`src/wwdt_pkg.sv`:
```
// Purpose: shared constants for the windowed watchdog read-out block
// Assumes: 32-bit apb data, 8-bit registers in the low byte
// Notes:   one aligned word per register
`default_nettype none
package wwdt_pkg;
    // register byte addresses
    localparam logic [7:0] ADDR_CTRL0   = 8'h00;
    localparam logic [7:0] ADDR_CTRL1   = 8'h04;
    localparam logic [7:0] ADDR_PSLOW   = 8'h08;
    localparam logic [7:0] ADDR_PSHIGH  = 8'h0c;
    localparam logic [7:0] ADDR_TIMER   = 8'h10;
    localparam logic [7:0] ADDR_IRQSTAT = 8'h14;
    localparam logic [7:0] ADDR_IRQMASK = 8'h18;
    localparam logic [7:0] ADDR_CLEAR   = 8'h1c;
    // control-one fields
    localparam int CS_LSB  = 4;
    localparam int WIN_LSB = 0;
    // timer read-out fields
    localparam int TMR_LSB   = 3;
    localparam int ARMED_BIT = 2;
    // widths
    localparam int PS_W   = 18;
    localparam int WCNT_W = 5;
    localparam int CHAIN_W = PS_W + WCNT_W;
    // configuration values
    localparam logic [2:0] CFG_UNLOCKED = 3'h7;
    localparam logic [2:0] CS_RESET     = 3'h0;
    localparam logic [2:0] WIN_ALWAYS   = 3'h7;
    localparam logic [4:0] THR_BASE     = 5'h1c;
    localparam logic [4:0] THR_STEP     = 5'h04;
    // interrupt status bits
    localparam int IRQ_VIOL = 0;
    localparam int IRQ_W    = 1;
    localparam logic [7:0] BYTE_ZERO = 8'h00;
endpackage
`default_nettype wire

```
`src/window_check_if.sv`:
```
// Purpose: carries window selection and count between top and window decoder
// Assumes: single clock domain
// Notes:   purely combinational signals
`timescale 1ns/1ps
`default_nettype none
interface window_check_if;
    logic [2:0] windowSel;
    logic [4:0] windowCount;
    logic       windowOpen;
    modport top (output windowSel, output windowCount, input windowOpen);
    modport dec (input windowSel, input windowCount, output windowOpen);
endinterface
`default_nettype wire

```
`src/window_decode.sv`:
```
// Purpose: decide whether the watchdog window is open
// Assumes: count is the five top bits of the counting chain
// Notes:   combinational
`timescale 1ns/1ps
`default_nettype none
module window_decode (
    window_check_if.dec wc
);
    import wwdt_pkg::*;
    logic [4:0] threshold;
    // ------------------------------------------------------------
    // threshold decode
    // ------------------------------------------------------------
    // threshold compare
    always_comb begin
        threshold = 5'(THR_BASE - 5'(wc.windowSel * THR_STEP));
        if (wc.windowSel == WIN_ALWAYS) begin
            wc.windowOpen = 1'b1;
        end else begin
            wc.windowOpen = (wc.windowCount >= threshold);
        end
    end
endmodule // window_decode
`default_nettype wire

```
`src/wwdt_readout.sv`:
```
// Purpose: window select, clock select locking and prescaler read-out of a watchdog
// Assumes: apb slave, clk_sys 100 MHz, synchronous active-low reset
// Notes:   violation is reported as a two-cycle pulse and a sticky status bit
//
// Behaviour
// - window opens when count reaches 11100 minus 00100 per code; 111 always open
// - clock select loads 000 at reset when clock config bits are 111
// - window select loads from window-size config bits at reset
// - clock select read-only unless clock config bits are 111
// - window select read-only unless window config bits are 111
// - low read-out register shows prescaler bits 7..0
// - high read-out register shows prescaler bits 15..8
// - timer read-out bits 1..0 show prescaler bits 17..16
// - prescaler count is 18 bits wide, split over three registers
// - timer read-out bit 2 shows the armed flag
// - timer read-out is read-only and zero after any reset
// - clear while window closed is a violation causing reset
// - clear without arming is a violation; arming is a control-zero read
// - only top five bits of timer read-out decide the window
//
// The address map and the APB interface to the registers were decided locally.
`timescale 1ns/1ps
`default_nettype none
module wwdt_readout (
    input  wire logic        clk_sys,
    input  wire logic        rstn,
    input  wire logic [2:0]  clockSourceConfigBits,
    input  wire logic [2:0]  windowSizeConfigBits,
    input  wire logic        windowedMode,
    input  wire logic        countTick,
    input  wire logic        psel,
    input  wire logic        penable,
    input  wire logic        pwrite,
    input  wire logic [7:0]  paddr,
    input  wire logic [31:0] pwdata,
    output logic [31:0]      prdata,
    output logic             pready,
    output logic             pslverr,
    output logic             violationReset,
    output logic             irq
);
    import wwdt_pkg::*;

    typedef struct packed {
        logic [2:0]           clockSel;
        logic [2:0]           windowSel;
        logic [7:0]           ctrlZero;
        logic [CHAIN_W-1:0]   chain;
        logic                 armed;
        logic                 resetPending;
        logic [IRQ_W-1:0]     irqStat;
        logic [IRQ_W-1:0]     irqMask;
        logic [31:0]          rdata;
        logic                 ready;
        logic                 err;
        logic                 viol;
        logic                 irqOut;
    } state_t;

    state_t stateReg;
    state_t stateNext;
    window_check_if wc ();

    // ------------------------------------------------------------
    // window decoder
    // ------------------------------------------------------------
    window_decode decoder (
        .wc (wc.dec)
    );
    assign wc.windowSel   = stateReg.windowSel;
    assign wc.windowCount = stateReg.chain[CHAIN_W-1 -: WCNT_W];

    logic       access;
    logic       wrEn;
    logic       rdEn;
    logic       clearHit;
    logic       violation;
    logic [7:0] timerByte;

    // ------------------------------------------------------------
    // next state
    // ------------------------------------------------------------
    // one wait state: pready rises in the second access cycle
    always_comb begin
        stateNext = stateReg;
        access    = psel && penable && !stateReg.ready;
        wrEn      = access && pwrite;
        rdEn      = access && !pwrite;
        clearHit  = wrEn && (paddr == ADDR_CLEAR);
        timerByte = {stateReg.chain[CHAIN_W-1 -: WCNT_W], stateReg.armed,
                     stateReg.chain[PS_W-1 -: 2]};
        violation = clearHit && windowedMode && (!stateReg.armed || !wc.windowOpen);
        stateNext.ready = access;
        stateNext.err   = 1'b0;
        stateNext.viol  = violation;
        stateNext.rdata = stateReg.rdata;
        if (countTick) begin
            stateNext.chain = CHAIN_W'(stateReg.chain + 1'b1);
        end
        // writes to control registers clear the timer as well
        if (clearHit || (wrEn && (paddr == ADDR_CTRL0 || paddr == ADDR_CTRL1))) begin
            stateNext.chain = '0;
            stateNext.armed = 1'b0;
        end
        if (wrEn) begin
            case (paddr)
                ADDR_CTRL0: begin
                    stateNext.ctrlZero = pwdata[7:0];
                end
                ADDR_CTRL1: begin
                    if (clockSourceConfigBits == CFG_UNLOCKED) begin
                        stateNext.clockSel = pwdata[CS_LSB +: 3];
                    end
                    if (windowSizeConfigBits == CFG_UNLOCKED) begin
                        stateNext.windowSel = pwdata[WIN_LSB +: 3];
                    end
                end
                ADDR_IRQMASK: begin
                    stateNext.irqMask = pwdata[IRQ_W-1:0];
                end
                ADDR_IRQSTAT: begin
                    stateNext.irqStat = stateReg.irqStat & ~pwdata[IRQ_W-1:0];
                end
                ADDR_CLEAR: begin
                    stateNext.err = 1'b0;
                end
                ADDR_PSLOW, ADDR_PSHIGH, ADDR_TIMER: begin
                    stateNext.err = 1'b0;
                end
                default: begin
                    stateNext.err = 1'b1;
                end
            endcase
        end
        if (rdEn) begin
            case (paddr)
                ADDR_CTRL0: begin
                    stateNext.rdata = {24'h000000, stateReg.ctrlZero};
                    stateNext.armed = 1'b1;
                end
                ADDR_CTRL1: begin
                    stateNext.rdata = {24'h000000, 1'b0, stateReg.clockSel, 1'b0,
                                       stateReg.windowSel};
                end
                ADDR_PSLOW:   stateNext.rdata = {24'h000000, stateReg.chain[7:0]};
                ADDR_PSHIGH:  stateNext.rdata = {24'h000000, stateReg.chain[15:8]};
                ADDR_TIMER:   stateNext.rdata = {24'h000000, timerByte};
                ADDR_IRQSTAT: stateNext.rdata = {31'h00000000, stateReg.irqStat};
                ADDR_IRQMASK: stateNext.rdata = {31'h00000000, stateReg.irqMask};
                ADDR_CLEAR:   stateNext.rdata = 32'h00000000;
                default: begin
                    stateNext.rdata = 32'h00000000;
                    stateNext.err   = 1'b1;
                end
            endcase
        end
        // set wins over a clear in the same cycle
        if (violation) begin
            stateNext.irqStat[IRQ_VIOL] = 1'b1;
            stateNext.resetPending = 1'b1;
        end
        stateNext.irqOut = |(stateNext.irqStat & stateNext.irqMask);
        if (stateReg.resetPending) begin
            stateNext.resetPending = 1'b0;
        end
    end

    // ------------------------------------------------------------
    // state register
    // ------------------------------------------------------------
    // clock select reset value
    always_ff @(posedge clk_sys) begin
        if (!rstn || stateReg.resetPending) begin
            stateReg.clockSel     <= (clockSourceConfigBits == CFG_UNLOCKED) ? CS_RESET
                                     : clockSourceConfigBits;
            stateReg.windowSel    <= windowSizeConfigBits;
            stateReg.ctrlZero     <= BYTE_ZERO;
            stateReg.chain        <= '0;
            stateReg.armed        <= 1'b0;
            stateReg.resetPending <= 1'b0;
            stateReg.rdata        <= 32'h00000000;
            stateReg.ready        <= 1'b0;
            stateReg.err          <= 1'b0;
            stateReg.viol         <= !rstn ? 1'b0 : 1'b1;
            if (!rstn) begin
                stateReg.irqStat <= '0;
                stateReg.irqMask <= '0;
                stateReg.irqOut  <= 1'b0;
            end else begin
                stateReg.irqStat <= stateReg.irqStat;
                stateReg.irqMask <= stateReg.irqMask;
                stateReg.irqOut  <= stateReg.irqOut;
            end
        end else begin
            stateReg <= stateNext;
        end
    end

    // ------------------------------------------------------------
    // outputs
    // ------------------------------------------------------------
    assign prdata         = stateReg.rdata;
    assign pready         = stateReg.ready;
    assign pslverr        = stateReg.err;
    assign violationReset = stateReg.viol;
    assign irq            = stateReg.irqOut;
endmodule // wwdt_readout
`default_nettype wire

```
`config.mk`:
```
export PLATFORM = sky130hd
export DESIGN_NAME = wwdt_readout
export DESIGN_NICKNAME = d
export VERILOG_FILES = /design/src/wwdt_pkg.sv /design/src/window_check_if.sv /design/src/window_decode.sv /design/src/wwdt_readout.sv
export SDC_FILE = /design/constraint.sdc
export NUM_CORES = 1
export LEC_CHECK = 0
export ABC_AREA = 1
export BUFFER_PORTS_ARGS = -buffer_cell sky130_fd_sc_hd__buf_2
export CORE_MARGIN = 8
export CORE_UTILIZATION = 43
export DETAILED_ROUTE_END_ITERATION = 8
export PLACE_DENSITY_LB_ADDON = 0.3
export RECOVER_POWER = 25
export SLEW_MARGIN = 0
export SYNTH_ARGS = -nofsm -noshare
export SYNTH_HDL_FRONTEND = slang
export SYNTH_SLANG_ARGS = --single-unit
export TNS_END_PERCENT = 20
```
`constraint.sdc`:
```
create_clock -name clk_sys -period 1.9 [get_ports clk_sys]
set_input_delay 0.38 -clock clk_sys [delete_from_list [all_inputs] [get_ports clk_sys]]
set_output_delay 0.38 -clock clk_sys [all_outputs]
set_load 0.01 [all_outputs]
```
==> results of run 1 <==
-- metal layers --
layer	global-route usage, %	vias up	part of all wire [%]
li1	-	1417	-
met1	18.4	1248	45
met5	0	-	0
met2	24.2	109	45
met4	5.84	0	1.9
met3	2.89	13	7.4
-- flip-flops by register name (all words and copies together) (netlist names) --
register,flops
stateReg,38
prdata,8
wc.windowSel,3
irq,1
pready,1
pslverr,1
violationReset,1
-- Yosys cell counts, types with 2 or more instances --
cell	count
clkbuf_1	2
nor3_1	6
nand4_1	5
nand3_2	3
clkinv_1	2
buf_2	4
inv_1	27
a21oi_1	18
nor2_2	5
a32o_1	3
o21ai_0	19
buf_4	33
nand2_2	14
ha_1	4
nand2_1	76
nand2_4	2
nand3_1	49
nor3_2	3
inv_2	10
nor2_4	8
xor2_1	8
o31ai_1	3
nor2_1	57
edfxtp_1	9
dfxtp_1	44
-- cell type report --
cell class / count / area (um^2) / area share (%)
Multi-Input combinational cell: 318 / 1650 / 48.2
Clock buffer: 5 / 68.8 / 2.01
Tap cell: 99 / 124 / 3.61
Timing Repair Buffer: 49 / 263 / 7.66
Sequential cell: 53 / 1150 / 33.6
Inverter: 39 / 146 / 4.27
Clock inverter: 3 / 25.0 / 0.729
-- where the power goes --
| part | leakage [nW] | switching (W) | internal, W |
|---|---|---|---|
| Clock | 0.0447 | 0.000398 | 0.000267 |
| Sequential | 0.454 | 0.0000117 | 0.00115 |
| Combinational | 0.937 | 0.000127 | 0.0000637 |
-- kinds of logic (layout without fill, tap and decap cells) --
kind of cell             Yosys count  count (layout)  share of synthesized area (%)
other                              1              24                          0.119
buffers and inverters             79              96                           13.7
AND/OR/NAND/NOR                  233             233                           36.7
XOR/XNOR                           9               9                           2.50
flip-flops                        53              53                           36.5
multiplexers                       1               1                          0.317
AO/OA/AOI/OAI                     47              47                           8.57
adder cells (fa/ha/maj)            4               4                           1.59
-- through the flow --
step / cell area (um^2) / total power [W] / util, %
4_1_cts: 3450 / 0.00204 / 48.1
2_1_floorplan: 3240 / 0.00134 / -
3_3_place_gp: 3360 / 0.00138 / 46.8
3_5_place_dp: 3360 / 0.00138 / 46.8
5_1_grt: 3430 / 0.00211 / 47.8
6_report: 3430 / 0.00202 / 47.8
-- placed cells by master (no fill, tap or decap), types with 2 or more instances in the layout --
cell and count:
a21oi_1 18, a32o_1 3, buf_2 28, buf_4 7, clkbuf_1 12, clkbuf_8 5, clkinv_1 2, conb_1 24
dfxtp_1 44, edfxtp_1 9, ha_1 4, inv_1 27, inv_2 10, nand2_1 76, nand2_2 14, nand2_4 2
nand3_1 49, nand3_2 3, nand4_1 5, nor2_1 58, nor2_2 4, nor2_4 8, nor3_1 6, nor3_2 3
o21ai_0 19, o31ai_1 3, xor2_1 8
-- critical path, cell delays in order, from the launching register on --
cell and delay [ps]:
dfxtp_1 320, nor2_1 410, clkinv_1 340, clkbuf_2 290, a21oi_1 140
-- path summary, 6_finish.rpt --
| path | to | slack (ps) | cells after the start |
|---|---|---|---|
| worst max register to register | stateReg[37] | 240 | 4 |
| worst min-delay path | stateReg[69] | 330 | 3 |
| worst min register to register | prdata[3] | 470 | 2 |
| worst max-delay path | stateReg[37] | 240 | 4 |
==> out/qor.yml, run 1 <==
run_status:
  status: "complete, no violations"
clocking:
  clock_path_buffers: 2
  htree_num_levels: 2
  cts-root-buf: "clkbuf_8"
  cts_buffers: 5
  ctsHoldBuffers: 0
  cts_resized: 0
  insertion_delay_ps: 320
  clk_pin_slew_ps: 110
  cts.sink_count: 53
  cts_tree: "yes"
  cts_setup_buffers: 0
critical_path:
  end_kind: "register"
  worstPathMaxFanout: 12
  cp-startpoint: "stateReg[38]"
  rr_startpoint: "stateReg[38]"
  worstPathRequired_ps: 2080
  worstSetupPathType: "register to register"
  worstSetupStartpointType: "register"
  arrival_ps: 1830
sta:
  setup_ws_ps: 244
  slew_headroom_pct: 65.5
  final_max_slew_viol_count: 0
  rsz0062_at_grt: "false"
  setup_tns_ps: 0
  fmax_mhz: 604
  tightest_slew_ps: 516
  setup_viol: 0
  hold_violations: 0
  finClkSkew_ps: 12.2
  fin_crit_sh_pct: 87.2
  whs_ps: 330
  finalWorstPathRequiredPeriod_ps: 1660
finish:
  fillCellCount: 725
  synthToLayoutAreaGrowth_pct: 8.81
  diodes: 0
  stdcell_count: 566
  finalNetCount: 523
  drive_gt1_share_pct: 19.9
yosys:
  synth_edf_count: 9
  synth.top_cells.by_area: "dfxtp_1 28%, nand2_1 9.0%, edfxtp_1 8.6%"
  syn_area_mm2: 0.00315
  syn_inst: 427
  yosys_most_used_dff: "dfxtp_1"
  synth_top_area_cell: "dfxtp_1"
  synthArstFlopShare_pct: 0
  yosysWarnings: 0
  synth_top_area_share_pct: 27.9
  ys_seq_area_share_pct: 36.5
  syn_avg_cell_area_um2: 7.38
  yosysUniqueCellTypes: 38
  ys_seq_elements: 53
floorplanning:
  core_mm2: 0.00718
  die-area_mm2: 0.0103
  die_h_um: 102
  ios: 89
  fp.dieW_um: 102
  start_util_pct: 43.9
  std_cell_rows: 31
power_and_ir_drop:
  power.density_mw_per_mm2: 589
  ir_drop_mv: 0.378
  power.leakage_nw: 1.44
detailed_routing:
  first_pass_iters: 5
  drtAntennaViolNets: 0
  vias_per_cell: 4.92
  route.detailed.drc: 0
  drt_iter0_drc: 212
  wl_per_cell_um: 13.0
  vias: 2787
  routed_wl_um: 7370
grt:
  grt_max_degree: 20
  grt_pass1_wl_um: 12300
  grt_pass1_vias: 2723
  overflow: 0
  antenna_found_initial: 0
  gr-usage-all-layers_pct: 14.7
placement:
  place_hpwl_um: 5970
  io_buffer_count: 40
  place_congestion: 0.897
  dp_cells: 558
  post-place-ws_ps: 86.9
job:
  cap_violations: 0
worst_hold_path:
  timing.hold.worst.start: "pwdata[6]"
  hold_class: "input pin to register"
No activity file was read; power rests on OpenSTA's default activity.
==> run 2, diff against run 1 <==
Settings changed: CELL_PAD_IN_SITES_DETAIL_PLACEMENT set to 1, CELL_PAD_IN_SITES_GLOBAL_PLACEMENT set to 2, CORE_UTILIZATION 43 to 29.
==> run 2 against run 1 <==
  * Via count rose by 0.22%
  * Highest routed layer unchanged
  * Non-clock buffer count fell by 1
  * Critical path type unchanged
  * Sequential power barely moved
  * Wire length rose by 23%
  * Count of clock-buffer cells in the layout did not move
  * Utilization fell by 15 points
  * Power rose by 1.1%
  * Clock skew fell by 0.67 ps
  * Sequential cell count did not move
  * Critical endpoint is now stateReg[62]
  * Global-route usage fell by 1.6 points
==> out/qor.yml, run 2 (synthesis gave the netlist of run 1 again) <==
run_status:
  status: "complete, no violations"  # unchanged
sta:
  setup_tns_ps: 0  # unchanged
  final_max_slew_viol_count: 0  # unchanged
  finalWorstPathRequiredPeriod_ps: 1630  # was 1660 ps
  hold_violations: 0  # unchanged
  finClkSkew_ps: 11.5  # was 12.2 ps
  whs_ps: 311  # was 330 ps
  fin_crit_sh_pct: 85.8  # was 87.2%
  fmax_mhz: 613  # was 604 MHz
  rsz0062_at_grt: "false"  # unchanged
  setup_viol: 0  # unchanged
detailed_routing:
  routed_wl_um: 9050  # was 7370 um
  vias_per_cell: 4.61  # was 4.92
  first_pass_iters: 4  # was 5
  drt_iter0_drc: 105  # was 212
  route.detailed.drc: 0  # unchanged
  wl_per_cell_um: 14.9  # was 13.0 um
  drtAntennaViolNets: 0  # unchanged
  vias: 2793  # was 2,787
critical_path:
  worstSetupPathType: "register to register"  # unchanged
  arrival_ps: 1850  # was 1830 ps
  worstPathMaxFanout: 4  # was 12
  end_kind: "register"  # unchanged
  worstPathRequired_ps: 2120  # was 2080 ps
  worstSetupStartpointType: "register"  # unchanged
  reg2regPathDepth: 10  # was 4
clocking:
  cts_tree: "yes"  # unchanged
  cts-root-buf: "clkbuf_8"  # unchanged
  clk_pin_slew_ps: 110  # about the same
  cts_buffers: 5  # unchanged
  clock_path_buffers: 2  # unchanged
  ctsHoldBuffers: 0  # unchanged
  cts_setup_buffers: 0  # unchanged
  htree_num_levels: 2  # unchanged
  cts.sink_count: 53  # unchanged
  cts_resized: 0  # unchanged
  insertion_delay_ps: 320  # about the same
placement:
  dp_cells: 598  # was 558
  place_congestion: 0.775  # was 0.897
  place_area_mm2: 0.00340  # was 0.00336 mm^2
  io_buffer_count: 40  # unchanged
  place_hpwl_um: 7460  # was 5970 um
floorplanning:
  ios: 89  # unchanged
  core_mm2: 0.0107  # was 0.00718 mm^2
  std_cell_rows: 38  # was 31
  die-area_mm2: 0.0145  # was 0.0103 mm^2
  die_h_um: 120  # was 102 um
  fp.dieW_um: 120  # was 102 um
  start_util_pct: 29.3  # was 43.9%
power_and_ir_drop:
  ir_drop_mv: 0.265  # was 0.378 mV
  power.leakage_nw: 1.44  # about the same
  total_power_w: 0.00204  # was 0.00202 W
  power.density_mw_per_mm2: 587  # was 589 mW/mm^2
grt:
  busiest_layer: "met2"  # unchanged
  gr-usage-all-layers_pct: 13.1  # was 14.7%
  antenna_found_initial: 0  # unchanged
  met3_usage_pct: 2.70  # was 2.89%
  use_met2_pct: 21.2  # was 24.2%
  grt_pass1_wl_um: 15400  # was 12,300 um
  grt_max_degree: 19  # was 20
  overflow: 0  # unchanged
  grtUsageMet1_pct: 17.7  # was 18.4%
  grt_pass1_vias: 2993  # was 2,723
worst_hold_path:
  holdPathStages: 3  # unchanged
  hold_class: "input pin to register"  # unchanged
finish:
  drive_gt1_share_pct: 19.7  # was 19.9%
  synthToLayoutAreaGrowth_pct: 10.3  # was 8.81%
  largest_reg_flops: 38  # unchanged
  final_cell_mix: "76 x nand2_1, 58 x nor2_1, 49 x nand3_1"  # unchanged
  diodes: 0  # unchanged
  top_register: "stateReg"  # unchanged
  stdcell_count: 606  # was 566
  finalNetCount: 522  # was 523
  stdcell_area_mm2: 0.00348  # was 0.00343 mm^2
  final_common_cell: "nand2_1"  # unchanged
job:
  cap_violations: 0  # unchanged
[run 2: cell count changes in the layout (fill, tap and decap cells not counted)]
cell,previous run,this run
clkbuf_2,1,0
clkinvlp_4,1,0
clkinv_4,1,2
[run 2: worst paths after layout]
kind | start | endpoint | slack [ps]
max | stateReg[41] | stateReg[62] | 270
min | pwdata[3] | stateReg[66] | 310
max reg2reg | stateReg[41] | stateReg[62] | 270
min reg2reg | prdata[2] | prdata[2] | 470
[run 2: area by class of cell]
type,instances,area (um^2)
clock buffers,5,68.8
clock inverters,3,26.3
fillers,1392,7270
inverters,39,146
multi-input cells,318,1650
flip-flops and latches,53,1150
well taps,140,175
repair buffers,48,258
[run 2: critical path: stages, from the launching register on]
cell	delay, ps
dfxtp_1	440
ha_1	230
nand2_2	90
nor2_4	120
nand2_2	70
nor2_4	150
nand4_2	150
nor2_2	140
nand2_1	60
nand2_1	50
nor2_1	40
[run 2: power breakdown]
group	switching, W	internal (W)	total, W
Combinational	0.000130	0.0000625	0.000193
Sequential	0.0000137	0.00115	0.00117
Clock	0.000413	0.000270	0.000683
[run 2: per-stage QoR]
step	util, %	worst slack, ps
floorplan	-	418
global placement	31.6	149
detailed placement	31.6	76.8
CTS	32.5	260
global route	32.4	97.5
finish	32.4	269
[run 2: routing by layer]
layer,wire length [um],share of wire [%]
met1,4550,50
met2,4100,45
met3,321,3.5
met4,77,0.85
met5,0,0
==> run 3, diff against run 2 <==
Settings changed: RECOVER_POWER 25 to not set.
==> run 3 against run 2 <==
  * First-iteration DRC count decreased by 1.9%
  * Combinational power about the same
  * Count of clock-buffer cells in the layout is the same
  * Maximum frequency about the same
==> out/qor.yml, run 3 (synthesis gave the netlist of run 1 again) <==
detailed_routing:
  vias_per_cell: 4.62  # was 4.61
  vias: 2797  # was 2,793
  first_pass_iters: 4  # unchanged
  drt_iter0_drc: 103  # was 105
  drtAntennaViolNets: 0  # unchanged
  wl_per_cell_um: 14.9  # about the same
  route.detailed.drc: 0  # unchanged
  routed_wl_um: 9050  # about the same
power_and_ir_drop:
  combPwrFrac_pct: 9.5  # was 9.4%
  netSwitchingFraction_pct: 27.2  # was 27.3%
  pwr-share-seq_pct: 57.1  # was 57.2%
  power.density_mw_per_mm2: 585  # was 587 mW/mm^2
  p_switching_w: 0.000557  # about the same
  internal_power_w: 0.00149  # about the same
  power.leakage_nw: 1.49  # was 1.44 nW
  ir_drop_mv: 0.265  # about the same
  pwr-share-clk_pct: 33.4  # about the same
finish:
  diodes: 0  # unchanged
  largest_reg_flops: 38  # unchanged
  synthToLayoutAreaGrowth_pct: 10.9  # was 10.3%
  drive_gt1_share_pct: 22.5  # was 19.7%
  top_register: "stateReg"  # unchanged
  finalNetCount: 522  # unchanged
  final_common_cell: "nand2_1"  # unchanged
  fillCellCount: 1386  # was 1,392
  final_cell_mix: "76 x nand2_1, 57 x nor2_1, 49 x nand3_1"  # was 76 x nand2_1, 58 x nor2_1, 49 x nand3_1
critical_path:
  end_kind: "register"  # unchanged
  worstPathMaxFanout: 4  # unchanged
  arrival_ps: 1820  # was 1850 ps
  worstPathRequired_ps: 2090  # was 2120 ps
  worstSetupStartpointType: "register"  # unchanged
  worstSetupPathType: "register to register"  # unchanged
clocking:
  cts_setup_buffers: 0  # unchanged
  cts.sink_count: 53  # unchanged
  insertion_delay_ps: 320  # about the same
  cts-root-buf: "clkbuf_8"  # unchanged
  cts_tree: "yes"  # unchanged
  clk_pin_slew_ps: 110  # about the same
  clock_path_buffers: 2  # unchanged
  cts_buffers: 5  # unchanged
  ctsHoldBuffers: 0  # unchanged
  cts_resized: 0  # unchanged
  htree_num_levels: 2  # unchanged
grt:
  grt_pass1_wl_um: 15400  # unchanged
  overflow: 0  # unchanged
  grt_pass1_vias: 2993  # unchanged
  gr-usage-all-layers_pct: 13.1  # unchanged
  antenna_found_initial: 0  # unchanged
  grt_max_degree: 19  # unchanged
sta:
  finClkSkew_ps: 11.5  # about the same
  hold_violations: 0  # unchanged
  setup_ws_ps: 270  # was 269 ps
  final_max_slew_viol_count: 0  # unchanged
  setup_tns_ps: 0  # unchanged
  fin_crit_sh_pct: 85.8  # about the same
  finalWorstPathRequiredPeriod_ps: 1630  # about the same
  rsz0062_at_grt: "false"  # unchanged
  fmax_mhz: 613  # about the same
  setup_viol: 0  # unchanged
placement:
  place_congestion: 0.775  # unchanged
  post-place-ws_ps: 76.8  # unchanged
  io_buffer_count: 40  # unchanged
  place_hpwl_um: 7460  # unchanged
floorplanning:
  core_mm2: 0.0107  # unchanged
  ios: 89  # unchanged
  fp.dieW_um: 120  # unchanged
  start_util_pct: 29.3  # unchanged
  std_cell_rows: 38  # unchanged
  die_h_um: 120  # unchanged
  die-area_mm2: 0.0145  # unchanged
job:
  cap_violations: 0  # unchanged
run_status:
  status: "complete, no violations"  # unchanged
worst_hold_path:
  hold_class: "input pin to register"  # unchanged
-- run 3: cell count changes in the layout (fill, tap and decap cells not counted) --
cell	change
buf_2	+12
nor2_2	+1
nor2_1	-1
clkbuf_1	-12
-- run 3: path summary, 6_finish.rpt --
kind | from | endpoint | slack, ps | depth (start not counted)
worst max-delay path | wc.windowSel[2] | stateReg[37] | 270 | 6
worst min-delay path | pwdata[3] | stateReg[66] | 310 | 3
worst max register to register | wc.windowSel[2] | stateReg[37] | 270 | 6
worst min register to register | prdata[2] | prdata[2] | 470 | 2
-- run 3: cell type report --
| type | count | area, um^2 | area share (%) |
|---|---|---|---|
| Clock buffer | 5 | 68.8 | 1.97 |
| Sequential cell | 53 | 1150 | 32.9 |
| Inverter | 39 | 146 | 4.19 |
| Multi-Input combinational cell | 318 | 1660 | 47.4 |
| Tap cell | 140 | 175 | 5.01 |
| Timing Repair Buffer | 48 | 273 | 7.80 |
| Clock inverter | 3 | 26.3 | 0.752 |
-- run 3: per-layer routing --
metal	routed length, um	part of all wire, %	track usage, %
met1	4560	50	17.7
met2	4080	45	21.2
met3	331	3.7	2.70
met4	77	0.85	2.81
met5	0	0	0
-- run 3: metrics by stage --
| step | total power (W) | cell area (um^2) | utilization, % | instances | hold slack (ps) |
|---|---|---|---|---|---|
| 2_1_floorplan | 0.00134 | 3240 | - | 450 | 434 |
| 3_3_place_gp | 0.00138 | 3400 | 31.6 | 598 | 453 |
| 3_5_place_dp | 0.00139 | 3400 | 31.6 | 598 | 457 |
| 4_1_cts | 0.00208 | 3500 | 32.5 | 606 | 301 |
| 5_1_grt | 0.00216 | 3500 | 32.5 | 606 | 346 |
| 6_report | 0.00204 | 3500 | 32.5 | 606 | 312 |
-- run 3: power by group through the flow --
| stage | Sequential (W) | Combinational (W) | Clock, W |
|---|---|---|---|
| 5_1_grt | 0.00117 | 0.000220 | 0.000767 |
| 2_1_floorplan | 0.00119 | 0.000155 | 0 |
| 6_report | 0.00117 | 0.000194 | 0.000682 |
| 3_3_place_gp | 0.00119 | 0.000189 | 0 |
| 3_5_place_dp | 0.00119 | 0.000194 | 0 |
| 4_1_cts | 0.00117 | 0.000195 | 0.000717 |
-- run 3: worst max-delay path: stages (launching register included) --
cell and delay [ps]:
edfxtp_1 480, ha_1 350, a21oi_1 130, nand4_1 120, nand2_1 100, nand3_1 160
a21oi_1 160
